## src/pkg/lcfs_consts.svh

```systemverilog
// constants for the lcd cascade frame-sync block
`ifndef LCFS_CONSTS_SVH
`define LCFS_CONSTS_SVH
// display clock periods per frame
`define LCFS_FRAME_DIV 24
// bit width of the display tick counter
`define LCFS_TICKS_W 5
// drive-mode codes
`define LCFS_MODE_STATIC 2'h1
`define LCFS_MODE_MUX2 2'h2
`define LCFS_MODE_MUX3 2'h3
`define LCFS_MODE_MUX4 2'h0
// device-select command upper bits
`define LCFS_DEVSEL_OP 5'h1c
// last phase index per mode
`define LCFS_LAST_STATIC 2'h0
`define LCFS_LAST_MUX2 2'h1
`define LCFS_LAST_MUX3 2'h2
`define LCFS_LAST_MUX4 2'h3
// display ticks per backplane phase, so that every mode fills one frame
`define LCFS_LEN_STATIC 5'h18
`define LCFS_LEN_MUX2 5'h0c
`define LCFS_LEN_MUX3 5'h08
`define LCFS_LEN_MUX4 5'h06
`endif

```

## src/pkg/lcfs_pkg.sv

```systemverilog
// types shared by the lcd cascade frame-sync block
package lcfs_pkg;
    // clock role of the device in a cascade
    typedef enum logic [0:0] {
        LCFS_ROLE_SLAVE = 1'b0,
        LCFS_ROLE_MASTER = 1'b1
    } lcfs_role_t;
endpackage

```

## src/pkg/lcfs_sync_if.sv

```systemverilog
// carrier between phase logic and the sync pin logic
interface lcfs_sync_if;
    logic assert_req; // this device starts its last phase
    logic foreign_seen; // another device pulled the line first
    logic line_low; // synchronised line level is low
    modport phase (output assert_req, input foreign_seen, input line_low);
    modport pin (input assert_req, output foreign_seen, output line_low);
endinterface

```

## src/verilog/lcfs_sync_pin.sv

```systemverilog
// open-drain frame-sync pin handler with input synchroniser
module lcfs_sync_pin
    import lcfs_pkg::*;
(
    input wire logic clk,
    input wire logic reset,
    input wire logic sync_in,
    output logic sync_out,
    output logic sync_oe,
    output logic drive_q_out,
    lcfs_sync_if.pin sif
);
    // two-stage synchroniser; stage one feeds only stage two
    logic sync_meta_q;
    logic sync_s_q;
    logic drive_q; // holds the line low for one clock
    logic drive_d;

    // **********************************************
    // synchroniser and drive state
    // **********************************************
    always_ff @(posedge clk) begin
        if (reset) begin
            sync_meta_q <= 1'b1;
            sync_s_q <= 1'b1;
            drive_q <= 1'b0;
        end else begin
            sync_meta_q <= sync_in;
            sync_s_q <= sync_meta_q;
            drive_q <= drive_d;
        end
    end

    // drive only from the start of our last phase for one clock of pull
    assign drive_d = sif.assert_req;
    assign sync_out = 1'b0;
    assign sync_oe = drive_q;
    assign drive_q_out = drive_q;
    assign sif.line_low = ~sync_s_q;
    assign sif.foreign_seen = ~sync_s_q & ~drive_q & ~sif.assert_req;
endmodule

```

## src/verilog/lcfs_frame_sync.sv

```systemverilog
// frame timing and cascade sync of the lcd segment driver
// Summary of operation
// - frame rate is display clock over 24
// - device number is slave bit times 8 plus subaddress
// - slaves run from the master's clock
// - aligned timing after power-on reset
// - sync pin open-drain with pull-up
// - assert sync at last active phase start
// - resync to first device asserting sync, except in static mode
// - drive mode sets number of backplanes
// - device-select loads subaddress counter low bits
`include "lcfs_consts.svh"
module lcfs_frame_sync
    import lcfs_pkg::*;
(
    input wire logic clk,
    input wire logic reset,
    input wire logic role_master,
    input wire logic osc_internal,
    input wire logic frame_rate_select,
    input wire logic int_osc_tick,
    input wire logic clk_pin_in,
    output logic clk_pin_out,
    output logic clk_pin_oe,
    input wire logic slave_addr_low_bit,
    input wire logic subaddr_pin_0,
    input wire logic subaddr_pin_1,
    input wire logic subaddr_pin_2,
    input wire logic [1:0] drive_mode,
    input wire logic cmd_valid,
    input wire logic [7:0] cmd_byte,
    input wire logic sync_in,
    output logic sync_out,
    output logic sync_oe,
    output logic [3:0] device_number,
    output logic device_selected,
    output logic [2:0] subaddr_count,
    output logic [1:0] bp_phase,
    output logic [3:0] backplane_active,
    output logic frame_start,
    output logic frame_rate_select_q
);
    lcfs_sync_if sif ();

    // **********************************************
    // pin synchronisers
    // **********************************************
    logic [6:0] pin_meta_q; // first stage, read only by stage two
    logic [6:0] pin_s_q;
    logic clk_div_q; // master's outgoing display clock level
    logic clk_prev_q; // previous synchronised clock level
    always_ff @(posedge clk) begin
        if (reset) begin
            pin_meta_q <= 7'h00;
            pin_s_q <= 7'h00;
        end else begin
            pin_meta_q <= {clk_pin_in, frame_rate_select, slave_addr_low_bit,
                           subaddr_pin_2, subaddr_pin_1, subaddr_pin_0, osc_internal};
            pin_s_q <= pin_meta_q;
        end
    end
    wire osc_int_s = pin_s_q[0];
    wire [2:0] subaddr_s = pin_s_q[3:1];
    wire sa_s = pin_s_q[4];
    wire ff_s = pin_s_q[5];
    wire clk_pin_s = pin_s_q[6];

    // **********************************************
    // display clock source
    // **********************************************
    lcfs_role_t role;
    assign role = role_master ? LCFS_ROLE_MASTER : LCFS_ROLE_SLAVE;
    wire use_pin_clk = (role == LCFS_ROLE_SLAVE) | ~osc_int_s;
    wire pin_edge = clk_pin_s & ~clk_prev_q;
    wire master_out = (role == LCFS_ROLE_MASTER) & osc_int_s;
    wire disp_tick = use_pin_clk ? pin_edge : int_osc_tick;
    always_ff @(posedge clk) begin
        if (reset) begin
            clk_prev_q <= 1'b0;
            clk_div_q <= 1'b0;
        end else begin
            clk_prev_q <= clk_pin_s;
            if (master_out && int_osc_tick) begin
                clk_div_q <= ~clk_div_q;
            end
        end
    end
    assign clk_pin_out = clk_div_q;
    assign clk_pin_oe = master_out;

    // **********************************************
    // frame divider and backplane phase
    // **********************************************
    logic [4:0] tick_q; // display ticks within the phase
    logic [4:0] tick_d;
    logic [1:0] phase_q;
    logic [1:0] phase_d;
    logic [1:0] last_phase;
    assign last_phase = (drive_mode == `LCFS_MODE_STATIC) ? `LCFS_LAST_STATIC :
                        (drive_mode == `LCFS_MODE_MUX2) ? `LCFS_LAST_MUX2 :
                        (drive_mode == `LCFS_MODE_MUX3) ? `LCFS_LAST_MUX3 :
                        `LCFS_LAST_MUX4;
    // phase length so that all phases fill 24 ticks
    logic [4:0] phase_len;
    assign phase_len = (drive_mode == `LCFS_MODE_STATIC) ? `LCFS_LEN_STATIC :
                       (drive_mode == `LCFS_MODE_MUX2) ? `LCFS_LEN_MUX2 :
                       (drive_mode == `LCFS_MODE_MUX3) ? `LCFS_LEN_MUX3 :
                       `LCFS_LEN_MUX4;
    localparam logic [4:0] FRAME_LAST = 5'(`LCFS_FRAME_DIV - 1);
    wire phase_end = disp_tick && (tick_q == phase_len - 5'd1);
    wire frame_end = phase_end && (phase_q == last_phase);
    wire entering_last = phase_end && (phase_q + 2'd1 == last_phase);
    always_comb begin
        tick_d = tick_q;
        phase_d = phase_q;
        if (sif.foreign_seen && phase_q != last_phase) begin
            tick_d = 5'd0;
            phase_d = last_phase;
        end else if (frame_end) begin
            tick_d = 5'd0;
            phase_d = 2'd0;
        end else if (phase_end) begin
            tick_d = 5'd0;
            phase_d = phase_q + 2'd1;
        end else if (disp_tick) begin
            tick_d = (tick_q == FRAME_LAST) ? 5'd0 : tick_q + 5'd1;
        end
    end
    // reset gives all devices phase zero
    always_ff @(posedge clk) begin
        if (reset) begin
            tick_q <= 5'd0;
            phase_q <= 2'd0;
        end else begin
            tick_q <= tick_d;
            phase_q <= phase_d;
        end
    end
    // assert at onset of last phase
    assign sif.assert_req = entering_last ||
                            (frame_end && last_phase == `LCFS_LAST_STATIC);

    lcfs_sync_pin u_pin (
        .clk(clk),
        .reset(reset),
        .sync_in(sync_in),
        .sync_out(sync_out),
        .sync_oe(sync_oe),
        .drive_q_out(),
        .sif(sif)
    );

    // **********************************************
    // addressing and outputs
    // **********************************************
    logic [2:0] subcnt_q;
    logic [3:0] devnum_q;
    logic [1:0] phase_out_q;
    logic frame_start_q;
    logic ff_q;
    wire devsel_hit = cmd_valid && (cmd_byte[7:3] == `LCFS_DEVSEL_OP);
    always_ff @(posedge clk) begin
        if (reset) begin
            subcnt_q <= 3'h0;
            devnum_q <= 4'h0;
            phase_out_q <= 2'h0;
            frame_start_q <= 1'b0;
            ff_q <= 1'b0;
        end else begin
            if (devsel_hit) begin
                subcnt_q <= cmd_byte[2:0];
            end
            // slave bit times eight plus subaddress
            devnum_q <= {sa_s, subaddr_s};
            phase_out_q <= phase_d;
            frame_start_q <= frame_end;
            ff_q <= ff_s;
        end
    end
    assign device_number = devnum_q;
    assign subaddr_count = subcnt_q;
    assign device_selected = (subcnt_q == devnum_q[2:0]);
    assign bp_phase = phase_out_q;
    assign backplane_active = 4'h1 << phase_out_q;
    assign frame_start = frame_start_q;
    assign frame_rate_select_q = ff_q;
endmodule

```

## config.mk

```make
export PLATFORM = sky130hd
export DESIGN_NAME = lcfs_frame_sync
export DESIGN_NICKNAME = d
export VERILOG_FILES = /design/src/pkg/lcfs_pkg.sv /design/src/pkg/lcfs_sync_if.sv /design/src/verilog/lcfs_sync_pin.sv /design/src/verilog/lcfs_frame_sync.sv
export VERILOG_INCLUDE_DIRS = /design/src /design/src/pkg
export SDC_FILE = /design/constraint.sdc
export NUM_CORES = 1
export LEC_CHECK = 0
export BUFFER_PORTS_ARGS = -buffer_cell sky130_fd_sc_hd__buf_2
export CAP_MARGIN = 40
export CORE_ASPECT_RATIO = 1.4
export CORE_MARGIN = 10
export CORE_UTILIZATION = 35
export CTS_CLUSTER_DIAMETER = 200
export DETAILED_ROUTE_END_ITERATION = 7
export PLACE_DENSITY = 0.56
export SLEW_MARGIN = 20
export SYNTH_ARGS = -nofsm -noshare
export SYNTH_HDL_FRONTEND = slang
export SYNTH_SLANG_ARGS = --single-unit
```

## constraint.sdc

```tcl
create_clock -name clk -period 2 [get_ports clk]
set_input_delay 0.4 -clock clk [delete_from_list [all_inputs] [get_ports clk]]
set_output_delay 0.4 -clock clk [all_outputs]
set_load 0.02 [all_outputs]
```

# == After elaboration in Yosys (flattened, before gate mapping) ==
# Index checks and enable logic that the tools add are counted.
# totals
register_bits,35
out_inout_bits,20
word_cells,62
# classes
mux,12
bitwise,12
n_addsub,3
n_eq_ne,10
n_reduce_logical,11
n_shift,1
# op_table
op,n
"5-bit equality test, second input constant",2
2-bit 2-to-1 mux,5
5-bit 2-to-1 mux,2
4-bit 2-to-1 mux,2
1-bit logical AND,7
1-bit NOT,7
"5-bit by 1-bit adder with 5-bit output, second input constant",1
5-bit equality test,1
"5-bit by 1-bit subtractor with 5-bit output, second input constant",1
1-bit bitwise AND,4
2-bit equality test,2
"2-bit equality test, second input constant",2
4-bit OR reduction,1
"1-bit by 2-bit left shift with 4-bit output, first input constant",1
3-bit equality test,1
1-bit 2-to-1 mux,3
3-bit nonzero test,1
"2-bit by 1-bit adder with 2-bit output, second input constant",1
"2-bit by 1-bit equality test with 1-bit output, second input constant",1
2-bit logical NOT,1
2-bit != test,1
1-bit logical OR,1
1-bit bitwise OR,1

# == Depth between registers and ports, before layout ==
# depth
ltp_word,14
ltp_mapped,8
mapped_depth_nobuf,7

# == By module ==
# From an unflattened synthesis, not the netlist that was laid out.
# hier_totals
cells_unflattened,153
area_unflattened_um2,1520.2
# by_module_without_submodules
mod,area_each_um2,cells_per_inst,n_inst
lcfs_frame_sync,1411.4,142,1
lcfs_sync_pin,108.9,11,1

# == Least setup slack after synthesis ==
# No wires, ideal clock.
# synth_path
kind,input-to-reg
startpoint,input port drive_mode[0]
endpoint,"register phase_out_q[0], in the netlist bp_phase[0]"
setup_ns,0.069
n_path_buf,1
arrival_ns,1.685
slack_ns,0.246
cell_stages,8
cell_sequence,inv_1 > ha_1 > clkbuf_2 > xnor2_1 > o21ai_1 > nand3b_1 > mux2_1 > o21ai_1
# synth_between
elab_chain_cells,14
# synth_rtl
element,line_no,source
start: declaration,lcfs_frame_sync.sv:29,"input wire logic [1:0] drive_mode,"
2-bit equality test (no line),-,
4-bit 2-to-1 mux (no line) (2 in a row),-,
5-bit 2-to-1 mux (no line),-,
5-bit by 1-bit subtractor with 5-bit output,lcfs_frame_sync.sv:110,wire phase_end = disp_tick && (tick_q == phase_len - 5'd1);
5-bit equality test,lcfs_frame_sync.sv:110,
1-bit logical AND,lcfs_frame_sync.sv:110,
1-bit logical AND,lcfs_frame_sync.sv:111,wire frame_end = phase_end && (phase_q == last_phase);
1-bit logical AND (no line),-,
1-bit logical OR,lcfs_frame_sync.sv:140,assign sif.assert_req = entering_last ||
1-bit NOT,lcfs_sync_pin.sv:40,assign sif.foreign_seen = ~sync_s_q & ~drive_q & ~sif.assert_req;
1-bit bitwise AND,lcfs_sync_pin.sv:40,
1-bit logical AND,lcfs_frame_sync.sv:116,if (sif.foreign_seen && phase_q != last_phase) begin
3-bit nonzero test (no line) or 2-bit 2-to-1 mux (tied branches),-,
end signal: assignment,lcfs_frame_sync.sv:175,phase_out_q <= phase_d;
end: declaration,lcfs_frame_sync.sv:158,logic [1:0] phase_out_q;
# Several ways; a longest one is shown, not always the timed one.
# A chain may end at the register's enable or synchronous reset.

# == Final worst setup path ==
# layout_path
startpoint,input port drive_mode[1]
endpoint,"register phase_out_q[1], in the netlist bp_phase[1]"
# The elaborated chain is that of the path after synthesis.

==> flow_summary_export.csv <==
group,metric,value,unit
critical_path,worst_setup_path_end_kind,"flop",
sta,grt_setup_unrepaired,"no",
sta,slew_headroom,0.638,
placement,place_inst,230,
synthesis,synth_top_family_by_area,"simple AND/OR/NAND/NOR gates",
power,vdd_ir_drop_max,0.454,mV
floorplan,core,4200,µm²
clock_network,cts-root-buf,"clkbuf_8",
critical_path,rrSetupSlack,400,ps
clock_network,cts_tree,"done",
run,drv_cap,0,
clock_network,cts.sinks,35,
clock_network,clk_path_buf_depth,2,
floorplan,start_util,0.357,
synthesis,yosysSeqAreaShare,0.466,
power,p_per_area,805,nW/µm²
clock_network,cts_setup_buffers,0,
critical_path,r2r-start,"bp_phase[0]",
sta,finalCritPeriodShare,0.858,
synthesis,syn_inst,147,
critical_path,worstPathMaxFanout,5,
route,num_vias,1105,
synthesis,synth_edf_count,0,
sta,fmax,583,MHz
final_layout,multi_input_area,752,µm²
global_route,gr-total-overflow,0,
route,drt_iter0_markers,58,
synthesis,yosys.area_share.simple,0.214,
critical_path,reg2reg_to,"bp_phase[0]",
status,outcome,"complete, no violations",
synthesis,ys_seq_elements,35,
sta,worst_slew_pin_slew,543,ps
route,wl_per_cell,12.7,µm
synthesis,synth_top_cell_area_share,0.466,
sta,hold_viol_final,0,
final_layout,fillers,422,
clock_network,insertion_delay,280,ps
clock_network,ctsHoldBuffers,0,
final_layout,final_core_utilization,0.443,
synthesis,synth_area_per_cell,10.2,µm²
synthesis,syn_area,1500,µm²
floorplan,io_pins,43,
synthesis,synth_compound_area_frac,0.0483,
route,drtAntennaViolNets,0,
synthesis,synth_xor_xnor_area_share,0.0816,
final_layout,areaGrowthSynthToFinish,24.1,%
global_route,grtUsageTotal,0.0860,
synthesis,synth_fp_nets,181,
placement,io_buffer_count,41,
final_layout,fin_cells,238,
route,drc,0,
global_route,antenna_found_initial,0,
synthesis,synth_area_leaders,"dfxtp_1 (47%), ha_1 (9.2%), nor2b_1 (9.2%)",
final_layout,drive_gt1_frac,0.306,
floorplan,rows,28,
synthesis,postSynth.asyncResetShare,0,
floorplan,die_area,7350,µm²
synthesis,synth_top_cell_by_area,"dfxtp_1",
placement,gp_congestion,0.681,
critical_path,critPathCapture,"bp_phase[1]",
power,cellLeakagePower,0.864,nW
clock_network,cts.htree.levels,2,
clock_network,ctsResizeCount,0,
synthesis,synth_most_common_cell,"dfxtp_1",
final_layout,fin_nets,226,
sta,setup_tns,0,ps
synthesis,synth_cell_types,33,
critical_path,critPathLaunch,"drive_mode[1]",
floorplan,die_w,75.4,µm
hold_path,hold_class,"in -> reg",
synthesis,muxShareOfSynthArea,0.0624,
clock_network,cts_buffers,5,
critical_path,rr_worst_depth,7,
critical_path,cp.required,2180,ps
clock_network,clk_pin_slew,70,ps
critical_path,arrival,1890,ps
sta,fin_worst_skew,5.65,ps
synthesis,synth_warnings,0,
critical_path,cp-start-kind,"primary input",
sta,maxSlewViolCount,0,
synthesis,synth_fa_ha_area_frac,0.0916,
final_layout,ff_latch_area,701,µm²
sta,setup_ws,284,ps
placement,dp_hpwl,2370,µm
synthesis,synthFlopType,"dfxtp_1",
floorplan,die_h,97.5,µm
route,dr.pass1.iters,4,
global_route,grt_pass1_vias,1119,
global_route,grt_pass1_wl,4950,µm
global_route,grt_max_degree,36,
sta,min_period,1720,ps
synthesis,synth_commonest_cells,"dfxtp_1 (35), nor2b_1 (22), nor2_1 (13)",
final_layout,antennaDiodeCount,0,
route,routed_wl,3010,µm
placement,pre_cts_ws,-10.2,ps
sta,setup_viol,0,
route,vias_per_cell,4.64,
critical_path,critPathKind,"in -> reg",
## worst max-delay path: stages
cell and delay [ps]:
buf_2 110, inv_1 70, ha_1 360, xnor2_1 180, o21ai_1 320, nand3b_1 110, mux2_2 270, o41ai_1 60
## registers in the layout, indices dropped and copies added, names as in the netlist
name                 count
frame_start              1
bp_phase                 2
u_pin.sync_meta_q        1
frame_rate_select_q      1
tick_q                   5
pin_s_q                  7
clk_prev_q               1
u_pin.drive_q_out        1
clk_pin_out              1
pin_meta_q               7
subaddr_count            3
u_pin.sync_s_q           1
device_number            4
## logic make-up (layout without fill, tap and decap cells)
family                     count (synthesis)  count (layout)
adders and majority gates                 11              11
DFF                                       35              35
xor gates and xnor gates                  14              14
other                                      1               1
muxes                                      9               9
AOI/OAI and AO/OA                         11              11
buffers and inverters                     10              56
and+or+nand+nor                           56              56
## per-layer routing
metal  vias to the layer above  track usage  part of all wire
met1                       506       0.0758              0.37
met4                         0       0.0402             0.016
met2                        25        0.156              0.56
li1                        570            -                 -
met5                         -            0                 0
met3                         4       0.0378             0.056
## cell type report
type                    instances  area share
multi-input cells             102       0.403
flip-flops and latches         35       0.376
clock buffers                   5      0.0369
clock inverters                 3      0.0235
well taps                      45      0.0302
repair buffers                 44       0.122
inverters                       4     0.00805
## cells in the final DEF (no fill, tap or decap), types with 4 or more instances in the layout
| cell | n |
|---|---|
| nor2b_1 | 22 |
| ha_1 | 11 |
| xnor2_1 | 5 |
| inv_1 | 4 |
| buf_2 | 41 |
| nor2_1 | 13 |
| nor3_1 | 4 |
| xor2_1 | 9 |
| dfxtp_1 | 35 |
| mux2i_1 | 6 |
| clkbuf_8 | 5 |
## worst min-delay path by stage
stage / from / to / slack, ps / depth (start not counted)
final: sync_in / u_pin.sync_meta_q / 300 / 2
after global routing: sync_in / u_pin.sync_meta_q / 300 / 2
after CTS: sync_in / u_pin.sync_meta_q / 280 / 2
after detailed placement: u_pin.sync_meta_q / u_pin.sync_s_q / 410 / 1
after global placement: u_pin.sync_meta_q / u_pin.sync_s_q / 400 / 1
after floorplan: u_pin.sync_meta_q / u_pin.sync_s_q / 390 / 1
## through the flow
step	instance area (µm²)	power (mW)	hold WS (ps)
5_1_grt	1860	1.57	303
6_report	1860	1.50	296
2_1_floorplan	1500	0.842	389
4_1_cts	1860	1.53	283
3_3_place_gp	1750	0.889	400
3_5_place_dp	1750	0.895	407
## power breakdown
part	switching, mW	internal (mW)	leakage (nW)
combinational	0.0844	0.0662	0.520
clock	0.253	0.371	0.0581
sequential	0.00797	0.719	0.286
total	0.346	1.16	0.864
Note: power is estimated with default switching activity, not from simulation.
